## src/mpb_pkg.sv

```systemverilog
// Functional notes
// - Separate 8-bit data and 26-bit address paths, no multiplexing.
// - Supplies every strobe for four devices, in both strobe conventions.
// - Four active-low selects; only the addressed one is asserted.
// - A 22-bit address output is driven for every transaction.
// - Address bits 25..22 appear only when the alternate function is on.
// - Data pins are inputs during cold reset and carry the boot vector.
// - Active-low transceiver direction output steers the external buffer.
// - Active-low transceiver enable is asserted for the whole bus cycle, setup through hold.
// - Active-low write strobe is asserted during writes.
// - Names ending in _N are asserted low; all others are asserted high.
// - Active-low read strobe is asserted while the device drives data.
// - Read/write indicator is high for reads and low for writes.
// - In wait mode an asserted wait input stretches the bus cycle.
// - In acknowledge mode the cycle ends only after the acknowledge.
package mpb_pkg;
	////////////////////////////////////////////////////////////////////////////
	// Widths
	localparam int MPB_DATA_W = 8;
	localparam int MPB_ADDR_W = 26;
	localparam int MPB_LOW_ADDR_W = 22;
	localparam int MPB_UPPER_W = 4;
	localparam int MPB_DEV_NUM = 4;
	localparam int MPB_SEL_W = 2;
	localparam int MPB_CNT_W = 8;
	////////////////////////////////////////////////////////////////////////////
	// Default phase lengths in cycles, each at least one
	localparam logic [MPB_CNT_W-1:0] MPB_SETUP_DEF = 8'h01;
	localparam logic [MPB_CNT_W-1:0] MPB_STROBE_DEF = 8'h02;
	localparam logic [MPB_CNT_W-1:0] MPB_HOLD_DEF = 8'h01;
	localparam logic [MPB_CNT_W-1:0] MPB_CNT_ZERO = 8'h00;
	localparam logic [MPB_CNT_W-1:0] MPB_CNT_ONE = 8'h01;
	localparam logic [MPB_CNT_W-1:0] MPB_CNT_MAX = 8'hff;
	////////////////////////////////////////////////////////////////////////////
	// Pin levels
	localparam logic MPB_ASSERT_N = 1'h0;
	localparam logic MPB_DEASSERT_N = 1'h1;
	localparam logic MPB_RW_READ = 1'h1;
	localparam logic MPB_RW_WRITE = 1'h0;
	localparam logic MPB_DIR_INWARD_N = 1'h0;
	localparam logic MPB_DIR_OUTWARD_N = 1'h1;
	localparam logic MPB_MODE_WAIT = 1'h0;
	localparam logic MPB_MODE_ACK = 1'h1;
	localparam logic [MPB_DATA_W-1:0] MPB_DATA_RST = 8'h00;
	localparam logic [MPB_LOW_ADDR_W-1:0] MPB_ADDR_RST = 22'h000000;
	localparam logic [MPB_UPPER_W-1:0] MPB_UPPER_RST = 4'h0;
	localparam logic [MPB_DEV_NUM-1:0] MPB_SEL_NONE_N = 4'hf;
	////////////////////////////////////////////////////////////////////////////
	// Bus cycle phases
	typedef enum logic [3:0] {
		MPB_IDLE = 4'b0001,
		MPB_SETUP = 4'b0010,
		MPB_STROBE = 4'b0100,
		MPB_HOLD = 4'b1000
	} mpb_state_e;
endpackage
```

## src/mpb_ext_bus.sv

```systemverilog
`timescale 1ns/1ps
// External memory and peripheral bus port
module mpb_ext_bus
	import mpb_pkg::*;
#(
	parameter logic [mpb_pkg::MPB_CNT_W-1:0] SETUP_CYC = mpb_pkg::MPB_SETUP_DEF,
	parameter logic [mpb_pkg::MPB_CNT_W-1:0] STROBE_CYC = mpb_pkg::MPB_STROBE_DEF,
	parameter logic [mpb_pkg::MPB_CNT_W-1:0] HOLD_CYC = mpb_pkg::MPB_HOLD_DEF
) (
	input wire logic CLOCK,
	input wire logic RST,
	input wire logic REQ_VALID,
	output logic REQ_READY,
	input wire logic REQ_WRITE,
	input wire logic [mpb_pkg::MPB_SEL_W-1:0] REQ_SEL,
	input wire logic [mpb_pkg::MPB_ADDR_W-1:0] REQ_ADDR,
	input wire logic [mpb_pkg::MPB_DATA_W-1:0] REQ_WDATA,
	output logic RSP_VALID,
	output logic [mpb_pkg::MPB_DATA_W-1:0] RSP_RDATA,
	input wire logic ACK_MODE,
	input wire logic UPPER_ALT_EN,
	output logic [mpb_pkg::MPB_UPPER_W-1:0] UPPER_ADDR,
	output logic UPPER_ADDR_OE,
	output logic [mpb_pkg::MPB_LOW_ADDR_W-1:0] EXT_ADDRESS,
	input wire logic [mpb_pkg::MPB_DATA_W-1:0] EXT_DATA_I,
	output logic [mpb_pkg::MPB_DATA_W-1:0] EXT_DATA_O,
	output logic EXT_DATA_OE,
	output logic [mpb_pkg::MPB_DEV_NUM-1:0] DEVICE_SELECT_N,
	output logic READ_STROBE_N,
	output logic WRITE_STROBE_N,
	output logic READ_NOT_WRITE,
	output logic XCVR_DIRECTION_N,
	output logic XCVR_ENABLE_N,
	input wire logic EXTEND_OR_DONE_N,
	output logic [mpb_pkg::MPB_DATA_W-1:0] BOOT_VECTOR
);
	import mpb_pkg::*;

	////////////////////////////////////////////////////////////////////////////
	// State
	mpb_state_e state_r;
	mpb_state_e state_nxt;
	logic [MPB_CNT_W-1:0] cnt_r;
	logic [MPB_CNT_W-1:0] cnt_nxt;
	logic wr_r;
	logic [MPB_SEL_W-1:0] sel_r;
	logic [MPB_ADDR_W-1:0] addr_r;
	logic [MPB_DATA_W-1:0] wdata_r;
	logic ready_r;
	logic rsp_valid_r;
	logic [MPB_DATA_W-1:0] rdata_r;
	logic [MPB_DATA_W-1:0] boot_r;
	logic [MPB_DEV_NUM-1:0] sel_n_r;
	logic rd_n_r;
	logic wr_n_r;
	logic rnw_r;
	logic dir_n_r;
	logic en_n_r;
	logic [MPB_DATA_W-1:0] dout_r;
	logic doe_r;
	logic [MPB_UPPER_W-1:0] upper_r;
	logic upper_oe_r;

	////////////////////////////////////////////////////////////////////////////
	// Request acceptance and transaction fields for the next cycle
	wire accept = REQ_VALID && ready_r && (state_r == MPB_IDLE);
	wire wr_nxt = accept ? REQ_WRITE : wr_r;
	wire [MPB_SEL_W-1:0] sel_nxt = accept ? REQ_SEL : sel_r;
	wire [MPB_ADDR_W-1:0] addr_nxt = accept ? REQ_ADDR : addr_r;
	wire [MPB_DATA_W-1:0] wdata_nxt = accept ? REQ_WDATA : wdata_r;
	wire active_nxt = (state_nxt != MPB_IDLE);
	wire strobe_nxt = (state_nxt == MPB_STROBE);
	wire [MPB_DEV_NUM-1:0] sel_hot_nxt;
	wire [MPB_DEV_NUM-1:0] sel_hot_r;

	// Phase end conditions
	wire setup_done = (cnt_r == SETUP_CYC - MPB_CNT_ONE);
	wire strobe_min = (cnt_r >= STROBE_CYC - MPB_CNT_ONE);
	wire hold_done = (cnt_r == HOLD_CYC - MPB_CNT_ONE);
	wire ext_asserted = (EXTEND_OR_DONE_N == MPB_ASSERT_N);
	wire wait_release = (ACK_MODE == MPB_MODE_WAIT) && !ext_asserted;
	wire ack_seen = (ACK_MODE == MPB_MODE_ACK) && ext_asserted;
	wire strobe_done = strobe_min && (wait_release || ack_seen);

	// Select decoders for the next and the current transaction
	mpb_onehot #(.N(MPB_DEV_NUM), .W(MPB_SEL_W)) u_sel_nxt (
		.idx(sel_nxt),
		.hot(sel_hot_nxt)
	);
	mpb_onehot #(.N(MPB_DEV_NUM), .W(MPB_SEL_W)) u_sel_cur (
		.idx(sel_r),
		.hot(sel_hot_r)
	);

	////////////////////////////////////////////////////////////////////////////
	// Phase sequencing
	always_comb begin
		state_nxt = state_r;
		unique case (state_r)
			MPB_IDLE: begin
				if (accept) begin
					state_nxt = MPB_SETUP;
				end
			end
			MPB_SETUP: begin
				if (setup_done) begin
					state_nxt = MPB_STROBE;
				end
			end
			MPB_STROBE: begin
				if (strobe_done) begin
					state_nxt = MPB_HOLD;
				end
			end
			MPB_HOLD: begin
				if (hold_done) begin
					state_nxt = MPB_IDLE;
				end
			end
			default: begin
				state_nxt = MPB_IDLE;
			end
		endcase
	end

	// Phase counter restarts on each phase change and saturates on long waits
	assign cnt_nxt = (state_nxt != state_r) ? MPB_CNT_ZERO :
		(cnt_r == MPB_CNT_MAX) ? cnt_r : cnt_r + MPB_CNT_ONE;

	////////////////////////////////////////////////////////////////////////////
	// Pin values for the next cycle
	wire [MPB_DEV_NUM-1:0] sel_n_nxt = active_nxt ? ~sel_hot_nxt : MPB_SEL_NONE_N;
	wire rd_n_nxt = (strobe_nxt && !wr_nxt) ? MPB_ASSERT_N : MPB_DEASSERT_N;
	wire wr_n_nxt = (strobe_nxt && wr_nxt) ? MPB_ASSERT_N : MPB_DEASSERT_N;
	wire rnw_nxt = (active_nxt && wr_nxt) ? MPB_RW_WRITE : MPB_RW_READ;
	wire dir_sel = wr_nxt ? MPB_DIR_OUTWARD_N : MPB_DIR_INWARD_N;
	wire dir_n_nxt = active_nxt ? dir_sel : dir_n_r;
	wire en_n_nxt = active_nxt ? MPB_ASSERT_N : MPB_DEASSERT_N;
	wire doe_nxt = active_nxt && wr_nxt;
	wire [MPB_UPPER_W-1:0] upper_sel = addr_nxt[MPB_ADDR_W-1:MPB_LOW_ADDR_W];
	wire [MPB_UPPER_W-1:0] upper_nxt = UPPER_ALT_EN ? upper_sel : MPB_UPPER_RST;
	wire rsp_nxt = (state_r == MPB_HOLD) && hold_done;
	wire capture_rd = (state_r == MPB_STROBE) && strobe_done && !wr_r;

	////////////////////////////////////////////////////////////////////////////
	// Sequencer registers
	always_ff @(posedge CLOCK) begin
		if (RST) begin
			state_r <= MPB_IDLE;
			cnt_r <= MPB_CNT_ZERO;
			ready_r <= 1'h0;
			rsp_valid_r <= 1'h0;
		end else begin
			state_r <= state_nxt;
			cnt_r <= cnt_nxt;
			ready_r <= !active_nxt;
			rsp_valid_r <= rsp_nxt;
		end
	end

	// Latched transaction fields
	always_ff @(posedge CLOCK) begin
		if (RST) begin
			wr_r <= 1'h0;
			sel_r <= '0;
			addr_r <= '0;
			wdata_r <= MPB_DATA_RST;
		end else begin
			wr_r <= wr_nxt;
			sel_r <= sel_nxt;
			addr_r <= addr_nxt;
			wdata_r <= wdata_nxt;
		end
	end

	// Read data is taken on the last strobe cycle
	always_ff @(posedge CLOCK) begin
		if (RST) begin
			rdata_r <= MPB_DATA_RST;
		end else if (capture_rd) begin
			rdata_r <= EXT_DATA_I;
		end
	end

	// Boot vector follows the data pins through reset; last sample holds
	always_ff @(posedge CLOCK) begin
		if (RST) begin
			boot_r <= EXT_DATA_I;
		end
	end

	// Strobe and select pins
	always_ff @(posedge CLOCK) begin
		if (RST) begin
			sel_n_r <= MPB_SEL_NONE_N;
			rd_n_r <= MPB_DEASSERT_N;
			wr_n_r <= MPB_DEASSERT_N;
			rnw_r <= MPB_RW_READ;
		end else begin
			sel_n_r <= sel_n_nxt;
			rd_n_r <= rd_n_nxt;
			wr_n_r <= wr_n_nxt;
			rnw_r <= rnw_nxt;
		end
	end

	// Transceiver, address and data pins
	always_ff @(posedge CLOCK) begin
		if (RST) begin
			dir_n_r <= MPB_DIR_INWARD_N;
			en_n_r <= MPB_DEASSERT_N;
			doe_r <= 1'h0;
			dout_r <= MPB_DATA_RST;
			upper_r <= MPB_UPPER_RST;
			upper_oe_r <= 1'h0;
		end else begin
			dir_n_r <= dir_n_nxt;
			en_n_r <= en_n_nxt;
			doe_r <= doe_nxt;
			dout_r <= wdata_nxt;
			upper_r <= upper_nxt;
			upper_oe_r <= UPPER_ALT_EN;
		end
	end

	////////////////////////////////////////////////////////////////////////////
	// Output drive
	assign REQ_READY = ready_r;
	assign RSP_VALID = rsp_valid_r;
	assign RSP_RDATA = rdata_r;
	assign EXT_ADDRESS = addr_r[MPB_LOW_ADDR_W-1:0];
	assign UPPER_ADDR = upper_r;
	assign UPPER_ADDR_OE = upper_oe_r;
	assign EXT_DATA_O = dout_r;
	assign EXT_DATA_OE = doe_r;
	assign DEVICE_SELECT_N = sel_n_r;
	assign READ_STROBE_N = rd_n_r;
	assign WRITE_STROBE_N = wr_n_r;
	assign READ_NOT_WRITE = rnw_r;
	assign XCVR_DIRECTION_N = dir_n_r;
	assign XCVR_ENABLE_N = en_n_r;
	assign BOOT_VECTOR = boot_r;

	////////////////////////////////////////////////////////////////////////////
	// Checks
	AST_ONE_SELECT: assert property (@(posedge CLOCK) disable iff (RST)
		($countones(~DEVICE_SELECT_N) <= 1))
		else $error("more than one device select asserted");

	AST_SELECT_MATCH: assert property (@(posedge CLOCK) disable iff (RST)
		(!READ_STROBE_N || !WRITE_STROBE_N) |-> (DEVICE_SELECT_N == ~sel_hot_r))
		else $error("strobe without the addressed select");

	AST_READ_STROBE: assert property (@(posedge CLOCK) disable iff (RST)
		!READ_STROBE_N |-> (READ_NOT_WRITE && !EXT_DATA_OE && WRITE_STROBE_N))
		else $error("read strobe with bus driven or write marked");

	AST_WRITE_STROBE: assert property (@(posedge CLOCK) disable iff (RST)
		!WRITE_STROBE_N |-> (!READ_NOT_WRITE && EXT_DATA_OE && !XCVR_ENABLE_N))
		else $error("write strobe without driven data");

	AST_NO_DRIVE_RESET: assert property (@(posedge CLOCK)
		RST |=> (!EXT_DATA_OE && XCVR_ENABLE_N))
		else $error("data bus driven during reset");

	AST_BOOT_LATCH: assert property (@(posedge CLOCK)
		$fell(RST) |-> (BOOT_VECTOR == $past(EXT_DATA_I)) ##1 $stable(BOOT_VECTOR))
		else $error("boot vector not taken at reset release");

	AST_DIR_STABLE: assert property (@(posedge CLOCK) disable iff (RST)
		(!XCVR_ENABLE_N && $past(!XCVR_ENABLE_N)) |-> $stable(XCVR_DIRECTION_N))
		else $error("direction changed while buffer enabled");

	AST_DIR_READ: assert property (@(posedge CLOCK) disable iff (RST)
		!XCVR_ENABLE_N |-> (XCVR_DIRECTION_N == (READ_NOT_WRITE ? MPB_DIR_INWARD_N :
		MPB_DIR_OUTWARD_N)))
		else $error("direction does not follow transfer type");

	AST_WAIT_EXTEND: assert property (@(posedge CLOCK) disable iff (RST)
		(state_r == MPB_STROBE && ACK_MODE == MPB_MODE_WAIT && ext_asserted)
		|=> (state_r == MPB_STROBE))
		else $error("wait did not extend the cycle");

	AST_ACK_WAIT: assert property (@(posedge CLOCK) disable iff (RST)
		(state_r == MPB_STROBE && ACK_MODE == MPB_MODE_ACK && !ext_asserted)
		|=> (state_r == MPB_STROBE))
		else $error("cycle ended without acknowledge");

	AST_UPPER_GATED: assert property (@(posedge CLOCK) disable iff (RST)
		$past(!UPPER_ALT_EN) |-> (!UPPER_ADDR_OE && UPPER_ADDR == MPB_UPPER_RST))
		else $error("upper address shown without alternate function");

	COV_READ: cover property (@(posedge CLOCK) disable iff (RST)
		$fell(READ_STROBE_N) ##[1:20] RSP_VALID);
	COV_WRITE: cover property (@(posedge CLOCK) disable iff (RST)
		$fell(WRITE_STROBE_N) ##[1:20] RSP_VALID);
	COV_WAIT: cover property (@(posedge CLOCK) disable iff (RST)
		(state_r == MPB_STROBE && strobe_min && ACK_MODE == MPB_MODE_WAIT && ext_asserted));
	COV_ACK: cover property (@(posedge CLOCK) disable iff (RST)
		(state_r == MPB_STROBE && ACK_MODE == MPB_MODE_ACK && ack_seen));
endmodule

```

## src/mpb_onehot.sv

```systemverilog
`timescale 1ns/1ps
// Index to one-hot decoder for the device selects
module mpb_onehot #(
	parameter int N = 4,
	parameter int W = 2
) (
	input wire logic [W-1:0] idx,
	output logic [N-1:0] hot
);
	genvar i;
	// One compare per output line
	generate
		for (i = 0; i < N; i++) begin : g_line
			assign hot[i] = (idx == W'(i));
		end
	endgenerate
endmodule

```

## config.mk

```make
export PLATFORM = sky130hd
export DESIGN_NAME = mpb_ext_bus
export DESIGN_NICKNAME = d
export VERILOG_FILES = /design/src/mpb_pkg.sv /design/src/mpb_ext_bus.sv /design/src/mpb_onehot.sv
export SDC_FILE = /design/constraint.sdc
export NUM_CORES = 1
export LEC_CHECK = 0
export BUFFER_PORTS_ARGS = -buffer_cell sky130_fd_sc_hd__buf_2
export CORE_ASPECT_RATIO = 1.75
export CORE_MARGIN = 3
export CORE_UTILIZATION = 44
export DETAILED_ROUTE_END_ITERATION = 8
export GPL_TIMING_DRIVEN = 0
export PLACE_DENSITY_LB_ADDON = 0.12
export SLEW_MARGIN = 20
export SYNTH_ARGS = -nofsm -noshare
export SYNTH_HDL_FRONTEND = slang
export SYNTH_SLANG_ARGS = --single-unit
export TNS_END_PERCENT = 100
```

## constraint.sdc

```tcl
create_clock -name CLOCK -period 1.9 [get_ports CLOCK]
set_input_delay 0.19 -clock CLOCK [delete_from_list [all_inputs] [get_ports CLOCK]]
set_output_delay 0.19 -clock CLOCK [all_outputs]
set_load 0.005 [all_outputs]
```

==> results of run 1 <==
==> cell usage after synthesis, types with 3 or more instances <==
cell type | instances | area share [%]
and3_1 | 5 | 0.96
o211ai_1 | 3 | 0.69
nor2_1 | 11 | 1.3
nor3b_1 | 9 | 2.1
o21ai_0 | 18 | 2.8
nand3_1 | 14 | 2.2
buf_2 | 3 | 0.46
buf_4 | 22 | 5.1
nor2b_1 | 3 | 0.58
nor4_1 | 8 | 1.5
inv_1 | 9 | 1.0
clkbuf_1 | 13 | 1.5
ha_1 | 3 | 1.2
nor3_1 | 5 | 0.77
mux2i_1 | 9 | 2.8
nand2_1 | 69 | 8.0
a21oi_1 | 45 | 6.9
edfxtp_1 | 8 | 7.4
dfxtp_1 | 74 | 46
==> power groups by stage <==
stage	registers [W]	clock network, W	logic [W]
final	0.00189	0.00173	0.000543
after detailed placement	0.00192	0	0.000489
after CTS	0.00189	0.00176	0.000526
after global routing	0.00190	0.00184	0.000601
after global placement	0.00192	0	0.000482
after floorplan	0.00192	0	0.000289
==> cell families after synthesis <==
logic type | count (synthesis)
XOR/XNOR | 3
buffers and inverters | 50
flip-flops | 82
AND/OR/NAND/NOR | 136
AO/OA/AOI/OAI | 75
multiplexers | 9
adder cells (fa/ha/maj) | 3
==> cell type report <==
cell class | instances | area (um2) | area share (%)
sequential | 82 | 1720 | 39.6
clock buffer | 11 | 253 | 5.80
buffer | 38 | 248 | 5.68
timing repair buffer | 118 | 603 | 13.8
tap | 84 | 105 | 2.41
clock inverter | 5 | 51.3 | 1.18
multi-input combinational | 226 | 1340 | 30.7
inverter | 10 | 37.5 | 0.861
==> placed cells by master, fill, tap and decap left out, types with 2 or more instances in the layout <==
master,n
nor4_2,4
inv_1,7
o21ai_0,18
edfxtp_1,8
nor3_1,5
xor2_1,2
mux2i_1,9
dfxtp_1,72
a21oi_1,43
nor4b_2,2
or4b_1,2
clkinv_2,3
clkbuf_2,5
nor2b_1,3
buf_4,29
o211ai_1,3
nand2b_1,2
clkbuf_16,9
clkbuf_1,6
buf_2,114
nand4_1,2
inv_2,2
nand2_1,69
dfxtp_2,2
a21oi_2,2
clkbuf_8,2
nand3_1,14
and3_1,5
nor3b_1,9
nor4_1,3
nor2_1,11
==> how the worst min path moves through the flow <==
stage | startpoint | to | slack [ps] | cells after the start
final | EXT_DATA_I[7] | BOOT_VECTOR[7] | 50 | 1
after floorplan | EXT_DATA_I[0] | BOOT_VECTOR[0] | 290 | 0
after global placement | EXT_DATA_I[7] | BOOT_VECTOR[7] | 380 | 1
after CTS | EXT_DATA_I[7] | BOOT_VECTOR[7] | 40 | 1
after global routing | EXT_DATA_I[7] | BOOT_VECTOR[7] | 40 | 1
after detailed placement | EXT_DATA_I[3] | BOOT_VECTOR[3] | 380 | 1
==> registers in the layout (all words and copies together) (netlist names) <==
register,count
XCVR_ENABLE_N,1
WRITE_STROBE_N,1
state_r,4
UPPER_ADDR,4
sel_r,2
REQ_READY,1
XCVR_DIRECTION_N,1
wr_r,1
READ_NOT_WRITE,1
UPPER_ADDR_OE,1
DEVICE_SELECT_N,4
RSP_RDATA,8
addr_r,26
EXT_DATA_OE,1
EXT_DATA_O,8
READ_STROBE_N,1
cnt_r,8
BOOT_VECTOR,8
RSP_VALID,1
==> worst max-delay path: stages (launching register included) <==
cell	delay, ps
dfxtp_2	320
inv_2	80
ha_4	130
or4b_4	460
o211a_1	270
buf_6	120
o21a_4	240
nor4_1	170
==> routing by layer <==
layer,wire (um),track usage (%)
met1,2990,19.6
met2,4310,34.4
met3,474,3.94
met4,225,9.65
met5,0,0
==> through the flow <==
| stage | cell area, um2 | util, % |
|---|---|---|
| after CTS | 4300 | 61.3 |
| after global placement | 3910 | 55.8 |
| after floorplan | 3240 | - |
| after detailed placement | 3910 | 55.8 |
| final | 4360 | 62.2 |
| after global routing | 4360 | 62.2 |
==> what timing repair did <==
item                                    CTS  global route
setup buffers                             4             1
endpoints found under the setup margin   27            63
resized for setup                        15            18
pin swaps                                11             3
==> run summary, run 1 <==
The clock insertion delay at the later pin of the skew report is 330 ps, and the via density per instance is 5.02. The worst reg2reg path endpoint was cnt_r[3]. The setup check on the worst reg-to-reg path leaves a slack of 20 ps.

Of the total power, the share spent switching nets is 23.5%. Counting every instance in the synthesized netlist gives 358. For the final count of hold timing violations, the log shows 0. The critical path starts at cnt_r[1]. Of the post-synthesis cell area, the part taken by muxes is 2.78%.

Number of buffers inserted by port buffering: 113. Summing the areas of all compound-gate instances in the mapped netlist gives 12.9% of the synthesized area. Flip-flop cell with the highest count after synthesis: dfxtp_1. The total instance count after detailed placement was 555. The tools report the number of diodes added for antenna fixing as 0. The design draws 0.00416 W. Dividing the detail-routed wire length by the instance count gives 13.9 um. Synthesis inferred 82 register bits. The synthesized design contains 8 enable-type register cells. The critical path in this run is classified as flip-flop to flip-flop.

The congestion estimate from routability-driven global placement came to 0.822. The synthesized netlist devotes 20.6% of its cell area to simple gates. The largest fanout on the critical path came out at 8. The area inside the core boundary was 7010 um2; the number of distinct library cell variants in the gate-level netlist after synthesis was 41. The first-pass GRT wire length is 12600 um.

Per report_power, the clock group accounts for 41.5% of the total. Across all hold checks on the routed design, the worst slack comes to 50.0 ps. The worst flop-to-flop path startpoint is cnt_r[1]. After routing, the total negative slack on setup checks comes to 0 ps.

The worst path meets setup with 19.7 ps of slack. The tools report the combinational share of power as 13.0%. The flow ran to the end, and the final reports show no timing, DRC or antenna violations.

Detailed placement ended at an HPWL of 5910 um. TritonCTS built the clock tree. Via total after detailed routing: 2880. By area, the combinational part of the netlist is dominated by simple AND/OR/NAND/NOR gates. The internal portion of total power was 0.00318 W. The tools report the category of the worst setup path capture point as a flip-flop. OpenSTA, run right after detailed placement, puts the worst setup slack at -196 ps. In this run, the number of DRC markers left after iteration 0 of detailed routing was 143. The max-cap violation count is 0.

The timing endpoint of the critical path was cnt_r[3]. Headroom to the max-slew limit came out at 63.8%. In this run the deepest clock path goes through 2 buffers. The net count after synthesis was 412; the count of boundary I/O pins was 114.

For this design the ratio of total power to cell area is 955 nW/um2. The global-route total usage across every layer is 18.8%. Hold repair after CTS inserted 0 buffers. The clock net in this run drives a total of 82 sinks. The tools report the root cell of the clock tree as clkbuf_16. After filler insertion, the fill cell instance count of the layout stands at 658.

Setup repair after global routing could not meet its margin everywhere. Setup violations remaining at the end of the flow were counted as 0. Number of levels the H-tree was split into: 3.

The run gives 5.02 ps as the worst-case clock skew. The fraction of layout cells with a size suffix above 1 is 38.2%, and the power spent charging and discharging nets is 0.000980 W. The worst path uses 99.0% of the clock period. After Yosys synthesis, XOR and XNOR cells account for 0.810% of the synthesized area. The category of the worst setup path launch point was a flip-flop. The x dimension of the die works out to 70.9 um. The via count of the first global-routing pass is 2722, and the static power due to leakage is 1.89 nW. The critical path data arrival time was 2120 ps; the final wirelength was 7990 um. The net total in the final layout is 539. The tools report the number of CTS-inserted buffers as 9. After clock tree synthesis, the clock-pin slew on the worst setup and hold paths is 60 ps. The run gives 0.685 mV as the maximum vdd ir drop. The total congestion overflow after global routing came out at 0. After detailed routing, the number of remaining DRC violations is 0. The non-filler instance count after layout came out at 574. In this run, flip-flops and latches consume 45.5% of the power.

The run gives 532 MHz as the maximum clock rate. The number of cells on the worst reg-to-reg path is 7. The path class of the lowest-slack min-delay path was input port to flip-flop. The synthesis-to-layout area growth was 34.5%; the adder-cell share of the synthesized area was 1.16%. After synthesis, flip-flops and latches occupy 53.1% of the total area.

The initial antenna violation count was 0; the number of slew-limit violations in the final report was 0. Of all flip-flops after synthesis, the portion carrying an async set or reset was 0%. The floorplan step set the die height to 120 um. The die covers 8470 um2.

The clock period could shrink to 1880 ps. The number of warnings printed during yosys synthesis was 0. Required time at the endpoint of the critical path: 2140 ps.

Before antenna repair, the detailed router went through 4 iterations. The count of nets left with antenna violations once routing finished came out at 0. The initial utilization of the core area, before any placement, comes to 46.3%.

The mean post-synth cell area works out to 9.06 um2. The floorplan has 40 rows. Pin slew with the least headroom to its limit: 542 ps. For the mapped cell area, the log shows 3240 um2. Entering global routing, the biggest net connects 14 pins.
Note: power is estimated with default switching activity, not from simulation.
==> run 2, diff against run 1 <==
--- a/config.mk
+++ b/config.mk
@@ -11,7 +11,8 @@
 export CORE_UTILIZATION = 44
 export DETAILED_ROUTE_END_ITERATION = 8
 export GPL_TIMING_DRIVEN = 0
-export PLACE_DENSITY_LB_ADDON = 0.12
+export PLACE_DENSITY = 0.82
+export SETUP_SLACK_MARGIN = 0.1
 export SLEW_MARGIN = 20
 export SYNTH_ARGS = -nofsm -noshare
 export SYNTH_HDL_FRONTEND = slang
==> run 2 against run 1 <==
  * Worst setup slack got worse by 26 ps
  * The run now ends with setup timing left
  * Global-route usage rose by 0.77 points
  * Critical path depth did not move
==> run summary, run 2 (same netlist as run 1, synthesis figures left out) <==
The run finished, with violations left. The checks that failed: setup timing. The clock power share is 39.2% (-2.3 points), and the final wirelength is 8470 um (+5.9%). The worst setup path is of the flip-flop to flip-flop kind.

The run gives 6050 um (+2.2%) as the placed wire-length estimate after detailed placement. The x dimension of the die was 70.9 um (unchanged); the iteration-0 DRC count of the detailed router was 103 (-28%). The footprint of the flip-flops and latches came out at 1730 um2 (about the same). The time the worst path needs with I/O delays and setup was 1910 ps (+26.5 ps).

The depth of the most critical reg-to-reg path was 7 (unchanged). The synthesis-to-layout area growth works out to 39.0%. The final routed DRC violation total is 0 (unchanged). The final critical-path share of the clock period was 100% (+1.4 points). The number of buffers inserted by port buffering was 113 (unchanged); the via density per instance was 5.21 (+3.8%). The tools report the via count of the first global-routing pass as 2902 (+6.6%). STA classifies the critical path startpoint as a flip-flop. First-pass GRT wire length: 13300 um (+4.9%). The internal portion of total power was 0.00313 W (-1.7%); the number of setup violations in the final report was 5 (+5). The footprint of the multi-input gates was 1440 um2 (+7.6%). The largest fanout on the critical path works out to 9 (+1). The worst path setup slack after routing was -6.82 ps (-26.5 ps); the number of nets with antenna violations after routing was 0 (unchanged). For the critical path data arrival time, the log shows 2140 ps (+20 ps). The pin slew with the least headroom to its limit came out at 568 ps (+26.1 ps). The fraction of layout cells with a size suffix above 1 came out at 42.3% (+4.1 points). The number of slew-limit violations in the final report is 0 (unchanged). The tools report the clock insertion delay at the later pin of the skew report as 330 ps (about the same).

The total congestion overflow after global routing was 0 (unchanged); the power after layout was 0.00412 W (-1.1%). Final worst hold slack: 55.7 ps (+5.71 ps). The run gives 9 (unchanged) as the number of CTS-inserted buffers. The number of diodes added for antenna fixing was 0 (unchanged); the count of TritonRoute iterations in the first routing pass was 4 (unchanged). The tools report the root cell of the clock tree as clkbuf_16. The run gives 0.907 (+10%) as the last weighted congestion value of the routability-driven placer.

The cell depth of the worst min-delay path is 1 (unchanged). The logs give 7.82 ps (+2.80 ps) for the worst-case clock skew and 0 (unchanged) for the final count of hold timing violations. The power spent charging and discharging nets came out at 0.000986 W (+0.66%). The final total negative setup slack was -22.0 ps (-22.0 ps); the combinational share of power was 14.7% (+1.7 points).

Category of the worst setup path capture point: a flip-flop. The tools report the initial antenna violation count as 0 (unchanged). The via total after detailed routing is 3010 (+4.5%). The maximum vdd ir drop was 0.493 mV (-28%). The global-route total usage across every layer was 19.5% (+0.77 points); the required time at the endpoint of the critical path was 2140 ps (about the same). The maximum clock rate is 524 MHz (-1.4%). The tools report the number of placement rows as 40 (unchanged). The min-delay analysis places its worst path in the category input port to flip-flop. The average wire per standard cell is 14.6 um (+5.2%), and the layout filler cell count is 565 (-14%). For the largest net degree at the start of global routing, the log shows 14 (unchanged). The run gives 1.92 nW (+1.4%) as the static power due to leakage. The die height was 120 um (unchanged); the net total in the final layout was 543 (+0.74%). The areal power density over the cells is 913 nW/um2 (-4.4%).

TritonCTS built the clock tree. The tools report the count of boundary I/O pins as 114 (unchanged). The switching share of power is 24.0% (+0.43 points), and the worst setup slack for register-to-register paths is -7 ps (-30 ps). The top register by number of flip-flops was addr_r. The area inside the core boundary is 7010 um2 (unchanged).

Maximum clock path buffer count: 2 (unchanged). Sequential group share of total power: 46.1% (+0.6 points). The most frequent standard cell in the layout excluding fill and tap cells was buf_2. The run gives 62.1% (-1.7 points) as the worst max-slew margin expressed relative to the limit.

Setup repair after global routing could not meet its margin everywhere. The tools report the max-cap violation count as 0 (unchanged). The number of flip-flops under the largest register name works out to 26 (unchanged). The number of clock sinks is 82 (unchanged), and the area enclosed by the die boundary is 8470 um2 (unchanged). For the number of levels the H-tree was split into, the log shows 3 (unchanged). The tools report the starting density of the core as 46.3% (unchanged). The clock transition at the registers of the reported paths is 50 ps (about the same). In the layout the commonest cells are buf_2 (113), dfxtp_1 (71), nand2_1 (68).
==> run 2: changes by cell type in the layout (fill, tap and decap cells not counted), sizes merged <==
cell      delta
bufinv       -1
buf          +6
inv          -1
clkinv       -2
clkbuf       +1
clkinvlp     +1
==> run 2: final cells by class <==
type                    instances  share of cell area, %
flip-flops and latches         82                   38.3
multi-input cells             226                   31.9
repair buffers                120                   13.8
plain buffers                  40                   6.41
clock buffers                  14                   6.11
well taps                      84                   2.33
inverters                      10                  0.916
clock inverters                 2                  0.222
==> run 2: path summary, 6_finish.rpt <==
path            startpoint              to
min          EXT_DATA_I[1]  BOOT_VECTOR[1]
max reg2reg       cnt_r[0]        cnt_r[0]
max               cnt_r[0]        cnt_r[0]
min reg2reg  EXT_DATA_O[7]   EXT_DATA_O[7]
==> run 2: metrics by stage <==
step                instance area, um2  instances  worst slack, ps  utilization, %
detailed placement                3920        555             -247            55.9
global placement                  3920        555             -174            55.9
floorplan                         3250        358             51.0               -
CTS                               4330        575            -41.0            61.8
global route                      4510        578            -78.6            64.3
finish                            4510        578            -6.82            64.3
==> run 2: metal layers <==
metal	track usage, %	part of all wire (%)	up-vias
met5	0	0	-
met4	9.18	2.5	0
met3	5.36	5.2	18
met2	36.7	56	92
met1	19.1	36	1420
li1	-	-	1480
==> run 2: timing repair <==
action                                  in CTS  in global routing
cloned                                       1                  0
buffers inserted                             3                  3
gates resized for setup                     25                 59
hold endpoints to repair                     0                  0
endpoints found under the setup margin      64                 63
hold buffers                                 0                  0
pin swaps                                    4                 16
==> run 2: power groups by stage <==
stage,Combinational [W],Clock (W),Sequential (W)
global route,0.000656,0.00173,0.00191
global placement,0.000477,0,0.00192
floorplan,0.000291,0,0.00192
finish,0.000606,0.00161,0.00190
detailed placement,0.000495,0,0.00193
CTS,0.000541,0.00165,0.00189
==> run 2: worst max-delay path, stage by stage, from the launching register on <==
cell and delay (ps):
dfxtp_2 340, inv_2 80, ha_4 150, or4b_4 480, o211a_1 230, buf_6 140
o21a_4 250, nor4_2 150
==> run 3, diff against run 2 <==
--- a/config.mk
+++ b/config.mk
@@ -12,6 +12,7 @@
 export DETAILED_ROUTE_END_ITERATION = 8
 export GPL_TIMING_DRIVEN = 0
 export PLACE_DENSITY = 0.82
+export RECOVER_POWER = 25
 export SETUP_SLACK_MARGIN = 0.1
 export SLEW_MARGIN = 20
 export SYNTH_ARGS = -nofsm -noshare
==> run 3 against run 2 <==
  * The flow still finishes with violations (setup timing)
  * Power fell by 0.13%
  * Final cell count did not move
  * First-iteration DRC count grew 12%
  * Sequential power about the same
  * Cell area decreased by 0.58%
  * Critical endpoint unchanged
  * Non-clock buffer count unchanged
  * Combinational power is 0.8% lower
  * Count of clock-buffer cells in the layout is the same
  * Largest cell class unchanged
  * Critical path type unchanged
==> run summary, run 3 (same netlist as run 1, synthesis figures left out) <==
The run finished, with violations left. The checks that failed: setup timing. The number of levels the H-tree was split into was 3 (unchanged); the time the worst path needs with I/O delays and setup was 1910 ps (+0.355 ps). The tools report the worst path setup slack after routing as -7.18 ps (-0.355 ps). The count of boundary I/O pins is 114 (unchanged).

Static power due to leakage: 1.86 nW (-3.4%). Maximum clock path buffer count: 2 (unchanged). The number of hold buffers added after cts is 0 (unchanged). TritonCTS built the clock tree. The worst max-slew margin expressed relative to the limit was 51.8% (-10 points). The met1 routing resource usage after global routing was 19.1% (unchanged); the number of slew-limit violations in the final report was 0 (unchanged).

The category of the worst setup path capture point was a flip-flop. The x dimension of the die is 70.9 um (unchanged), and the starting density of the core is 46.3% (unchanged). The final critical-path share of the clock period was 100% (about the same); the worst stage delay on the critical path was 480 ps (about the same). In this run the most used layer during global routing was met2.

The number of flip-flops under the largest register name is 26 (unchanged), and the synthesis-to-layout area growth is 38.2%. The area inside the core boundary was 7010 um2 (unchanged). For the total instance count after detailed placement, the log shows 555 (unchanged). The tools report the count of TritonRoute iterations in the first routing pass as 4 (unchanged). Critical path start-end classification: flip-flop to flip-flop. The average wire per standard cell works out to 14.6 um (about the same).

The maximum clock rate came out at 524 MHz (about the same). The die height came out at 120 um (unchanged). The tools report the total cell area at the placement stage as 3920 um2 (unchanged). The fraction of layout cells with a size suffix above 1 came out at 38.1% (-4.3 points).

The worst hold path belongs to the class input port to flip-flop. The largest fanout on the critical path was 9 (unchanged); the required time at the endpoint of the critical path was 2140 ps (about the same). The total congestion overflow after global routing came out at 0 (unchanged). The buffers plus inverters on the worst setup path was 2 (unchanged); the final routed DRC violation total was 0 (unchanged). The final total negative setup slack is -25.8 ps (-3.86 ps). The logs give 36.7% (unchanged) for the met2 demand-to-capacity share in global routing and 0 (unchanged) for the max-cap violation count. The run gives 0 (unchanged) as the final count of hold timing violations. The number of setup violations in the final report was 5 (unchanged). The tools report the root cell of the clock tree as clkbuf_16. The number of diodes added for antenna fixing was 0 (unchanged). The run gives 578 (unchanged) as the non-filler instance count after layout. For the via count of the first global-routing pass, the log shows 2902 (unchanged).

The pin slew with the least headroom to its limit works out to 723 ps (+154 ps). The logs give 82 (unchanged) for the number of clock sinks and 40 (unchanged) for the number of placement rows. The net total in the final layout was 543 (unchanged); the clock insertion delay at the later pin of the skew report was 330 ps (about the same).

The logs give 8.53 ps (+0.707 ps) for the worst-case clock skew and 2140 ps (about the same) for the critical path data arrival time. The tools report the number of nets with antenna violations after routing as 0 (unchanged). The met3 layer usage reported by global route is 5.36% (unchanged). The pre-CTS setup slack was -247 ps (unchanged). The category of the worst setup path launch point was a flip-flop. The maximum vdd ir drop was 0.493 mV (about the same); the post-route standard cell area excluding fillers was 4480 um2 (-0.58%). The initial antenna violation count came out at 0 (unchanged). The via density per instance came out at 5.21 (about the same). The final wirelength was 8460 um (about the same); the placed wire-length estimate after detailed placement was 6050 um (unchanged). The library cell used most frequently in the layout, excluding fill and tap cells, is buf_2.

The first-pass GRT wire length was 13300 um (unchanged). For the area enclosed by the die boundary, the log shows 8470 um2 (unchanged). The number of buffers inserted by port buffering is 113 (unchanged).

In this design, the largest share of critical-path delay is due to simple AND/OR/NAND/NOR gates. The last weighted congestion value of the routability-driven placer came out at 0.907 (unchanged). The critical-path cell with the highest stage delay is or4b_4. The via total after detailed routing is 3009 (-0.033%).

addr_r holds more flip-flops than any other register. The largest net degree at the start of global routing was 14 (unchanged). Number of CTS-inserted buffers: 9 (unchanged).

The tools report the iteration-0 DRC count of the detailed router as 115 (+12%). The global-route total usage across every layer was 19.5% (unchanged). The critical path goes through inv_2, ha_4, or4b_4, o211a_1, buf_6, o21a_4, nor4_2. Setup repair after global routing could not meet its margin everywhere.

The library cells used most frequently in the layout, excluding fill and tap cells, are buf_2 (92), dfxtp_1 (71), nand2_1 (68). The areal power density over the cells was 918 nW/um2 (+0.46%); the clock transition at the registers of the reported paths was 50 ps (about the same).
## run 3: what timing repair did
item / in CTS / in global routing
endpoints found under the hold margin: 0 / 0
resized for setup: 25 / 59
buffers inserted: 3 / 3
cloned: 1 / 0
pin swaps: 4 / 16
endpoints found under the setup margin: 64 / 63
## run 3: layer usage
metal	part of all wire [%]	wire (um)	vias up
met4	3.1	265	0
met1	36	3020	1413
met5	0	0	-
li1	-	-	1477
met3	5.3	452	23
met2	56	4720	96
## run 3: area by class of cell
class	count	area, um2
Buffer	40	289
Clock buffer	14	275
Clock inverter	2	10.0
Fill cell	581	2530
Inverter	10	41.3
Multi-Input combinational cell	226	1440
Sequential cell	82	1730
Tap cell	84	105
Timing Repair Buffer	120	596
## run 3: path summary, 6_finish.rpt
kind | from | to | slack (ps) | depth (start not counted)
max | cnt_r[0] | cnt_r[0] | -7 | 7
min | EXT_DATA_I[2] | BOOT_VECTOR[2] | 60 | 1
max reg2reg | cnt_r[0] | cnt_r[0] | -7 | 7
min reg2reg | EXT_DATA_O[7] | EXT_DATA_O[7] | 450 | 2
## run 3: per-stage QoR
step | hold WS [ps] | total power [W] | utilization, %
3_3_place_gp | 388 | 0.00240 | 55.9
2_1_floorplan | 289 | 0.00221 | -
4_1_cts | 46.5 | 0.00408 | 61.8
3_5_place_dp | 391 | 0.00242 | 55.9
6_report | 57.3 | 0.00411 | 63.9
5_1_grt | 45.3 | 0.00429 | 63.9
## run 3: report_power, final
| group | total, W | internal, W | switching (W) | leakage, nW |
|---|---|---|---|---|
| Sequential | 0.00190 | 0.00184 | 0.0000552 | 0.681 |
| Clock | 0.00161 | 0.000996 | 0.000617 | 0.142 |
| Combinational | 0.000601 | 0.000286 | 0.000315 | 1.03 |
| Total | 0.00411 | 0.00312 | 0.000987 | 1.86 |
